File: src/rtl/ddu_pkg.sv
// Shared constants for the dual converter serial update link
package ddu_pkg;
	localparam int          DDU_FRAME_BITS  = 24;
	localparam int          DDU_CODE_BITS   = 16;
	localparam int          DDU_CMD_MSB     = 23;
	localparam int          DDU_CMD_LSB     = 20;
	localparam int          DDU_CHAN_MSB    = 19;
	localparam int          DDU_CHAN_LSB    = 16;
	localparam logic [3:0]  DDU_CMD_WRITE   = 4'h1;
	localparam logic [3:0]  DDU_CMD_WR_UPD  = 4'h3;
	localparam logic [3:0]  DDU_CMD_POWER   = 4'h4;
	localparam logic [3:0]  DDU_CHAN_A      = 4'h1;
	localparam logic [3:0]  DDU_CHAN_B      = 4'h8;
	localparam logic [15:0] DDU_ZERO_SCALE  = 16'h0000;
	localparam logic [15:0] DDU_FULL_SCALE  = 16'hFFFF;
	localparam logic [15:0] DDU_MID_SCALE   = 16'h8000;
	localparam int          DDU_CLK_MHZ     = 100;
	localparam int          DDU_PWRUP_NS    = 4500;
	localparam int          DDU_PWRUP_CYC   = (DDU_PWRUP_NS * DDU_CLK_MHZ + 999) / 1000;
	localparam int          DDU_SCLK_DIV    = 8;
	localparam logic [5:0]  DDU_OFS_CTRL    = 6'h00;
	localparam logic [5:0]  DDU_OFS_WORD    = 6'h04;
	localparam logic [5:0]  DDU_OFS_STATUS  = 6'h08;
	localparam logic [5:0]  DDU_OFS_RDBK    = 6'h0C;
	localparam logic [1:0]  DDU_RESP_OKAY   = 2'b00;
	localparam logic [1:0]  DDU_RESP_SLVERR = 2'b10;
endpackage

File: src/rtl/ddu_link_if.sv
// Serial link between the host controller and the converter
interface ddu_link_if;
	logic frame_n;
	logic sclk;
	logic serial_data_in;
	logic serial_data_out;
	logic load_strobe_n;
	logic reset_n;
	logic reset_level_select;
	logic gain_select;
	modport host
	(
		output frame_n, sclk, serial_data_in, load_strobe_n, reset_n,
		output reset_level_select, gain_select,
		input  serial_data_out
	);
	modport device
	(
		input  frame_n, sclk, serial_data_in, load_strobe_n, reset_n,
		input  reset_level_select, gain_select,
		output serial_data_out
	);
endinterface

File: src/rtl/ddu_fifo.sv
// Word FIFO with valid and ready on both sides
module ddu_fifo #(
	parameter int WIDTH = 24,
	parameter int DEPTH = 8
)
(
	input  wire logic             aclk,
	input  wire logic             aresetn,
	input  wire logic [WIDTH-1:0] in_data,
	input  wire logic             in_valid,
	output logic                  in_ready,
	output logic      [WIDTH-1:0] out_data,
	output logic                  out_valid,
	input  wire logic             out_ready
);
	localparam int AW = $clog2(DEPTH);
	// Pointer wrap relies on a power-of-two depth
	if (WIDTH < 1 || DEPTH < 2 || (1 << AW) != DEPTH)
	begin
		$error("ddu_fifo depth must be a power of two");
	end
	logic [WIDTH-1:0] mem [DEPTH];
	logic [AW:0]      wp_q, wp_d, rp_q, rp_d;
	logic             push, pop;
	always_comb
	begin
		push = in_valid && in_ready;
		pop  = out_valid && out_ready;
		wp_d = wp_q + (AW+1)'(push);
		rp_d = rp_q + (AW+1)'(pop);
	end
	assign in_ready  = (wp_q - rp_q) != (AW+1)'(DEPTH);
	assign out_valid = wp_q != rp_q;
	assign out_data  = mem[rp_q[AW-1:0]];
	always_ff @(posedge aclk)
	begin
		if (!aresetn)
		begin
			wp_q <= '0;
			rp_q <= '0;
		end
		else
		begin
			wp_q <= wp_d;
			rp_q <= rp_d;
		end
		if (push)
			mem[wp_q[AW-1:0]] <= in_data;
	end
endmodule

File: src/rtl/ddu_host.sv
// Host end: AXI4-Lite registers, word FIFO and serial frame generator
//
// Design decisions made here: register access over AXI4-Lite and the register offsets.
module ddu_host
	import ddu_pkg::*;
(
	input  wire logic        aclk,
	input  wire logic        aresetn,
	input  wire logic [5:0]  s_axi_awaddr,
	input  wire logic        s_axi_awvalid,
	output logic             s_axi_awready,
	input  wire logic [31:0] s_axi_wdata,
	input  wire logic [3:0]  s_axi_wstrb,
	input  wire logic        s_axi_wvalid,
	output logic             s_axi_wready,
	output logic [1:0]       s_axi_bresp,
	output logic             s_axi_bvalid,
	input  wire logic        s_axi_bready,
	input  wire logic [5:0]  s_axi_araddr,
	input  wire logic        s_axi_arvalid,
	output logic             s_axi_arready,
	output logic [31:0]      s_axi_rdata,
	output logic [1:0]       s_axi_rresp,
	output logic             s_axi_rvalid,
	input  wire logic        s_axi_rready,
	ddu_link_if.host         link
);
	typedef enum logic [1:0] {DDU_IDLE, DDU_LOW, DDU_HIGH, DDU_GAP} ddu_state_t;
	ddu_state_t st_q, st_d;
	logic [3:0]  ctrl_q, ctrl_d;
	logic        aw_q, aw_d, w_q, w_d, bv_q, bv_d, rv_q, rv_d;
	logic        awrdy_q, awrdy_d, wrdy_q, wrdy_d, arrdy_q, arrdy_d;
	logic [5:0]  awa_q, awa_d;
	logic [31:0] wd_q, wd_d, rd_q, rd_d;
	logic [1:0]  br_q, br_d, rr_q, rr_d;
	logic [23:0] tx_q, tx_d, rx_q, rx_d, rb_q, rb_d;
	logic [4:0]  bit_q, bit_d;
	logic [3:0]  div_q, div_d;
	logic        sclk_q, sclk_d, fr_q, fr_d, sdi_q, sdi_d;
	logic [1:0]  so_s;
	logic        push_v, push_r, pop_r, fifo_v, tick;
	logic [23:0] fifo_d;
	ddu_fifo #(.WIDTH(DDU_FRAME_BITS), .DEPTH(8)) u_fifo
	(
		.aclk      (aclk),
		.aresetn   (aresetn),
		.in_data   (wd_q[23:0]),
		.in_valid  (push_v),
		.in_ready  (push_r),
		.out_data  (fifo_d),
		.out_valid (fifo_v),
		.out_ready (pop_r)
	);
	always_ff @(posedge aclk)
		so_s <= {so_s[0], link.serial_data_out};
	always_comb
	begin
		aw_d = aw_q; w_d = w_q; awa_d = awa_q; wd_d = wd_q; bv_d = bv_q; br_d = br_q;
		rv_d = rv_q; rd_d = rd_q; rr_d = rr_q; ctrl_d = ctrl_q;
		push_v = 1'b0;
		if (s_axi_awvalid && s_axi_awready)
		begin
			aw_d = 1'b1;
			awa_d = s_axi_awaddr;
		end
		if (s_axi_wvalid && s_axi_wready)
		begin
			w_d = 1'b1;
			wd_d = s_axi_wdata;
		end
		if (s_axi_bvalid && s_axi_bready)
			bv_d = 1'b0;
		// Word writes wait for FIFO room, so back-pressure reaches software
		if (aw_q && w_q && !bv_q)
		begin
			br_d = DDU_RESP_OKAY;
			if (awa_q == DDU_OFS_CTRL)
				ctrl_d = wd_q[3:0];
			else if (awa_q == DDU_OFS_WORD)
				push_v = 1'b1;
			else if (awa_q != DDU_OFS_STATUS && awa_q != DDU_OFS_RDBK)
				br_d = DDU_RESP_SLVERR;
			if (awa_q != DDU_OFS_WORD || push_r)
			begin
				aw_d = 1'b0;
				w_d = 1'b0;
				bv_d = 1'b1;
			end
		end
		if (s_axi_rvalid && s_axi_rready)
			rv_d = 1'b0;
		if (s_axi_arvalid && s_axi_arready)
		begin
			rv_d = 1'b1;
			rr_d = DDU_RESP_OKAY;
			case (s_axi_araddr)
				DDU_OFS_CTRL:   rd_d = {28'h0, ctrl_q};
				DDU_OFS_STATUS: rd_d = {29'h0, !push_r, fifo_v, st_q != DDU_IDLE};
				DDU_OFS_RDBK:   rd_d = {8'h0, rb_q};
				default:
				begin
					rd_d = 32'h0;
					rr_d = DDU_RESP_SLVERR;
				end
			endcase
		end
		awrdy_d = !aw_d && !bv_d;
		wrdy_d  = !w_d && !bv_d;
		arrdy_d = !rv_d;
	end
	always_comb
	begin
		st_d = st_q; tx_d = tx_q; rx_d = rx_q; rb_d = rb_q; bit_d = bit_q;
		sclk_d = sclk_q; fr_d = fr_q; sdi_d = sdi_q;
		pop_r = 1'b0;
		tick = div_q == 4'(DDU_SCLK_DIV - 1);
		div_d = tick ? 4'h0 : div_q + 4'h1;
		if (tick)
		begin
			case (st_q)
				DDU_IDLE:
				begin
					fr_d = 1'b1;
					sclk_d = 1'b1;
					if (fifo_v)
					begin
						pop_r = 1'b1;
						tx_d = {fifo_d[22:0], 1'b0};
						sdi_d = fifo_d[23];
						fr_d = 1'b0;
						bit_d = 5'd0;
						st_d = DDU_HIGH;
					end
				end
				DDU_HIGH:
				begin
					sclk_d = 1'b0;
					rx_d = {rx_q[22:0], so_s[1]};
					st_d = DDU_LOW;
				end
				DDU_LOW:
				begin
					sclk_d = 1'b1;
					bit_d = bit_q + 5'd1;
					if (bit_q == 5'(DDU_FRAME_BITS - 1))
					begin
						rb_d = rx_q;
						st_d = DDU_GAP;
					end
					else
					begin
						sdi_d = tx_q[23];
						tx_d = {tx_q[22:0], 1'b0};
						st_d = DDU_HIGH;
					end
				end
				DDU_GAP:
				begin
					fr_d = 1'b1;
					st_d = DDU_IDLE;
				end
				default: st_d = DDU_IDLE;
			endcase
		end
	end
	always_ff @(posedge aclk)
	begin
		if (!aresetn)
		begin
			aw_q <= 1'b0; w_q <= 1'b0; bv_q <= 1'b0; rv_q <= 1'b0;
			awa_q <= '0; wd_q <= '0; rd_q <= '0; br_q <= '0; rr_q <= '0;
			ctrl_q <= 4'h3;
			st_q <= DDU_IDLE; tx_q <= '0; rx_q <= '0; rb_q <= '0; bit_q <= '0;
			div_q <= '0; sclk_q <= 1'b1; fr_q <= 1'b1; sdi_q <= 1'b0;
			awrdy_q <= 1'b1;
			wrdy_q <= 1'b1;
			arrdy_q <= 1'b1;
		end
		else
		begin
			aw_q <= aw_d; w_q <= w_d; bv_q <= bv_d; rv_q <= rv_d;
			awa_q <= awa_d; wd_q <= wd_d; rd_q <= rd_d; br_q <= br_d; rr_q <= rr_d;
			ctrl_q <= ctrl_d;
			st_q <= st_d; tx_q <= tx_d; rx_q <= rx_d; rb_q <= rb_d; bit_q <= bit_d;
			div_q <= div_d; sclk_q <= sclk_d; fr_q <= fr_d; sdi_q <= sdi_d;
			awrdy_q <= awrdy_d;
			wrdy_q <= wrdy_d;
			arrdy_q <= arrdy_d;
		end
	end
	assign s_axi_awready = awrdy_q;
	assign s_axi_wready  = wrdy_q;
	assign s_axi_bvalid  = bv_q;
	assign s_axi_bresp   = br_q;
	assign s_axi_arready = arrdy_q;
	assign s_axi_rvalid  = rv_q;
	assign s_axi_rdata   = rd_q;
	assign s_axi_rresp   = rr_q;
	assign link.frame_n  = fr_q;
	assign link.sclk     = sclk_q;
	assign link.serial_data_in     = sdi_q;
	assign link.load_strobe_n      = ctrl_q[0];
	assign link.reset_n            = ctrl_q[1];
	assign link.reset_level_select = ctrl_q[2];
	assign link.gain_select        = ctrl_q[3];
endmodule

File: src/flat_wrapper.sv
// flat-port wrapper written by rule: the top's interface ports become plain ports
module ddu_host_flat import ddu_pkg::*;
  (aclk, aresetn, s_axi_awaddr, s_axi_awvalid, s_axi_awready, s_axi_wdata, s_axi_wstrb, s_axi_wvalid, s_axi_wready, s_axi_bresp, s_axi_bvalid, s_axi_bready, s_axi_araddr, s_axi_arvalid, s_axi_arready, s_axi_rdata, s_axi_rresp, s_axi_rvalid, s_axi_rready, link_frame_n, link_sclk, link_serial_data_in, link_load_strobe_n, link_reset_n, link_reset_level_select, link_gain_select, link_serial_data_out);
  ddu_link_if link_i ();
  input  wire logic aclk;
  input  wire logic aresetn;
  input  wire logic [5:0] s_axi_awaddr;
  input  wire logic s_axi_awvalid;
  output logic s_axi_awready;
  input  wire logic [31:0] s_axi_wdata;
  input  wire logic [3:0] s_axi_wstrb;
  input  wire logic s_axi_wvalid;
  output logic s_axi_wready;
  output logic [1:0] s_axi_bresp;
  output logic s_axi_bvalid;
  input  wire logic s_axi_bready;
  input  wire logic [5:0] s_axi_araddr;
  input  wire logic s_axi_arvalid;
  output logic s_axi_arready;
  output logic [31:0] s_axi_rdata;
  output logic [1:0] s_axi_rresp;
  output logic s_axi_rvalid;
  input  wire logic s_axi_rready;
  output wire logic [$bits(link_i.frame_n)-1:0] link_frame_n;
  output wire logic [$bits(link_i.sclk)-1:0] link_sclk;
  output wire logic [$bits(link_i.serial_data_in)-1:0] link_serial_data_in;
  output wire logic [$bits(link_i.load_strobe_n)-1:0] link_load_strobe_n;
  output wire logic [$bits(link_i.reset_n)-1:0] link_reset_n;
  output wire logic [$bits(link_i.reset_level_select)-1:0] link_reset_level_select;
  output wire logic [$bits(link_i.gain_select)-1:0] link_gain_select;
  input wire logic [$bits(link_i.serial_data_out)-1:0] link_serial_data_out;
  assign link_frame_n = link_i.frame_n;
  assign link_sclk = link_i.sclk;
  assign link_serial_data_in = link_i.serial_data_in;
  assign link_load_strobe_n = link_i.load_strobe_n;
  assign link_reset_n = link_i.reset_n;
  assign link_reset_level_select = link_i.reset_level_select;
  assign link_gain_select = link_i.gain_select;
  assign link_i.serial_data_out = link_serial_data_out;
  ddu_host u_core (.aclk(aclk), .aresetn(aresetn), .s_axi_awaddr(s_axi_awaddr), .s_axi_awvalid(s_axi_awvalid), .s_axi_awready(s_axi_awready), .s_axi_wdata(s_axi_wdata), .s_axi_wstrb(s_axi_wstrb), .s_axi_wvalid(s_axi_wvalid), .s_axi_wready(s_axi_wready), .s_axi_bresp(s_axi_bresp), .s_axi_bvalid(s_axi_bvalid), .s_axi_bready(s_axi_bready), .s_axi_araddr(s_axi_araddr), .s_axi_arvalid(s_axi_arvalid), .s_axi_arready(s_axi_arready), .s_axi_rdata(s_axi_rdata), .s_axi_rresp(s_axi_rresp), .s_axi_rvalid(s_axi_rvalid), .s_axi_rready(s_axi_rready), .link(link_i));
endmodule
File: config.mk
export PLATFORM = sky130hd
export DESIGN_NAME = ddu_host_flat
export DESIGN_NICKNAME = d
export VERILOG_FILES = /design/src/rtl/ddu_pkg.sv /design/src/rtl/ddu_link_if.sv /design/src/rtl/ddu_fifo.sv /design/src/rtl/ddu_host.sv /design/src/flat_wrapper.sv
export SDC_FILE = /design/constraint.sdc
export NUM_CORES = 1
export LEC_CHECK = 0
export BUFFER_PORTS_ARGS = -buffer_cell sky130_fd_sc_hd__buf_2
export CORE_AREA = 2 2 163 165
export CTS_BUF_LIST = sky130_fd_sc_hd__clkbuf_16
export CTS_CLUSTER_SIZE = 24
export DETAILED_ROUTE_END_ITERATION = 6
export DIE_AREA = 0 0 165 167
export PLACE_DENSITY = 0.69
export REMOVE_ABC_BUFFERS = 1
export SETUP_SLACK_MARGIN = 0.02
export SYNTH_ARGS = -nofsm -noshare
export SYNTH_HDL_FRONTEND = slang
export SYNTH_SLANG_ARGS = --single-unit
File: constraint.sdc
create_clock -name aclk -period 5.95 [get_ports aclk]
set_input_delay 0.8925 -clock aclk [delete_from_list [all_inputs] [get_ports aclk]]
set_output_delay 0.8925 -clock aclk [all_outputs]
set_load 0.01 [all_outputs]
==> impl_results.md <==
* Syn avg cell area at ~13 um^2
* Status: completed
* Largest net degree at the start of global routing at 79
* Fin. max-slew vios at 0
* Critical path cell sequence: inv_2, ha_1, nand3b_1, and3_1, nor4_4, nor2_1, ha_1, ha_1, xor2_1, and2_1
* Post-synthesis cell type count at 62
* Worst VDD drop at 0.2200 mV
* Setup crit end: u_core.u_fifo.wp_q[2]
* Largest fanout on the critical path at 25
* CP startpoint kind: flip-flop
* Share of synthesized registers carrying an async set or reset at 0%
* WL/cell at 18.40 um
* CTS Buf Count at 36
* Drc violations at 0
* Max-slew headroom at a little under a quarter
* Post-synth top flop: edfxtp_1
* Skew-Pair Late Insertion Delay at 510 ps
* Syn Inst Count at about 1,000
* Routed Antenna Nets at 0
* Mapped cell area at between 10,000 and 15,000 um^2
* Clk sinks at approximately 350
* Clock skew at 18.72 ps
* Synth top cells by count: edfxtp_1, nand2_1, dfxtp_1
* Share of cells above drive strength 1 at between 20% and 30%
* Initial antenna violation count at 0
* WP data required at 6340 ps
* Vias at ~8,300
* Nets at 1,189
* Routability cong. at 0.7702
* Crit path depth at 10
* Die Ht at 167 um
* Slowest cell on crit path: nor4_4
* Cell Rows at 59
* GRT Total Usage at 20.37%
* Switch Pwr at 998.1 uW
* Top cell type's share of synthesized area at 41.31%
* CTS Root Cell: clkbuf_16
* Synth area leader: edfxtp_1
* Dpl cells at 1,416
* Max Freq at roughly 0.3 GHz
* Worst-Margin Slew at 1152 ps
* Crit path launch: u_core.u_fifo.rp_q[1]
* DP Worst Slack at 2619 ps
* Top post-synthesis cells by area: edfxtp_1, dfxtp_1, mux4_2
* Post-synthesis sequential area ratio at 64.54%
* Clk pwr share at 44.8%
* Worst flop-to-flop path endpoint: u_core.u_fifo.wp_q[2]
* Worst EP arrival at 3750 ps
* R2R setup slack at 2590 ps
* Switching Share at around a fifth
* Crit path buf inv count at 1
* Most frequent cell after synthesis: edfxtp_1
* Final worst slack at around 2600 ps
* Layout area overhead at 13.10%
* CP max stage delay at around 700 ps
* Gate power share at 2.4%
* Final min period at 3359 ps
* Pre-antenna DRT Iters at 5
* Leak at 5.530 nW
* Hold buffer count at cts at 0
* Initial DRC count at 581
* FF-to-FF path depth at 10
* PostCTS Resize Cnt at 0
* Worst r2r src: u_core.u_fifo.rp_q[1]
* Global-route wire length before repair at 44,080 um
* Sequential share of power at 52.8%
* Number of antenna repair diodes at 0
* Flip-flop and latch count after synthesis at 354
* Clock H-tree levels at 2
* Final setup vio count at 0
* Min-Delay Path Class: reg -> reg
* Total congestion overflow at 0
* CP Capture Type: flip-flop
* Cell family with most CP delay: simple AND/OR/NAND/NOR gates
* Post-synth EDFFs at roughly 190
* TNS Setup at 0 ps
* Detailed Route WL at 27,230 um
* Max cap viols at 0
* Buffers added on ports at 81
* WHS at around 330 ps
* Initial Utilization at between 50% and 60%
* Core Box Area at 25,760 um^2
* Die W at 165 um
* Tcrit/Tclk final at 56.46%
* Setup Fix Bufs, Post-CTS at 0
* Vias in the first global route at ~8,300
* CTS max path bufs at 3
* IO Pins at about 100
* RSZ-0062 raised after global routing: no
* Dpl hpwl at 15,260 um
* Fin. Hold Viols at 0
* CTS tree: built
* Fin cells at 1,480
* Pint at around 4 mW
* PwrDens at around 320 nW/um^2
* Final Power at 4.986 mW
* DIE AREA at 27,560 um^2
* Synth warn at 0
* Vias per cell at 5.636
* CP Class: reg -> reg
* Most frequent CP cell: ha_1
* CTS clk-pin slew, worst paths at 60 ps
==> metal layers <==
metal / GRT usage [%] / vias to the layer above / share of wire [%]
li1: - / 3978 / -
met1: 29.10 / 4138 / 45
met5: 0 / - / 0
met2: 32.79 / 185 / 48
met3: 2.914 / 41 / 4.6
met4: 5.633 / 0 / 1.9
==> layout by cell type (no fill, tap or decap), types with 5 or more instances in the layout <==
cell and count:
a22o_2 7, clkinv_1 13, a21oi_1 12, and2_1 14, mux2i_1 27, clkbuf_16 37, nand3_1 58, buf_2 80
nor2_1 14, dfxtp_1 160, buf_4 18, nor2b_1 8, conb_1 10, clkinv_2 5, mux4_2 48, bufinv_16 5
a21boi_0 96, inv_1 8, o21ai_0 35, nor4_2 8, edfxtp_1 192, ha_1 14, a22o_1 17, nand2_1 186
==> area by class of cell <==
class | count | area, um^2
fillers | 2029 | 9977
clock inverters | 27 | 246.5
repair buffers | 98 | 535.5
flip-flops and latches | 354 | 9014
inverters | 8 | 30.03
clock buffers | 37 | 925.9
well taps | 335 | 419.2
multi-input cells | 621 | 4616
==> state kept, by name (all words and copies together), names as in the netlist, 5 cells and up <==
name                cells
u_core.awa_q            6
u_core.bit_q            5
u_core.rb_q            24
u_core.rx_q            24
u_core.s_axi_rdata     24
u_core.tx_q            23
u_core.u_fifo.mem     192
u_core.wd_q            24
==> worst min-delay path by stage <==
stage                        start             end  slack, ps  cells past startpoint
floorplan           u_core.so_s[0]  u_core.so_s[1]        310                      0
global placement    u_core.so_s[0]  u_core.so_s[1]        310                      0
detailed placement  u_core.so_s[0]  u_core.so_s[1]        310                      0
CTS                 u_core.so_s[0]  u_core.so_s[1]        330                      0
global route        u_core.so_s[0]  u_core.so_s[1]        330                      0
finish              u_core.so_s[0]  u_core.so_s[1]        330                      0
==> through the flow <==
stage / area, um^2 / utilization [%]
after global placement: 14610 / 56.72
after detailed placement: 14610 / 56.72
after global routing: 15790 / 61.27
final: 15790 / 61.27
after floorplan: 13600 / -
after CTS: 15790 / 61.27
==> power groups by stage <==
stage / Sequential, mW / Combinational [mW] / Clock, mW
after global routing: 2.64 / 0.132 / 2.38
after global placement: 2.68 / 0.119 / 0
final: 2.63 / 0.118 / 2.24
after CTS: 2.63 / 0.121 / 2.28
after detailed placement: 2.69 / 0.120 / 0
after floorplan: 2.68 / 0.0606 / 0
==> kinds of logic after synthesis <==
kind of cell / share of synthesized area (%)
flops: 64.54
compound gates: 9.905
simple gates: 10.98
fa+ha+maj: 1.255
other cells: 0.02687
buf+inv: 2.994
xor+xnor: 0.6185
mux: 9.681
No activity file was read; power rests on OpenSTA's default activity.
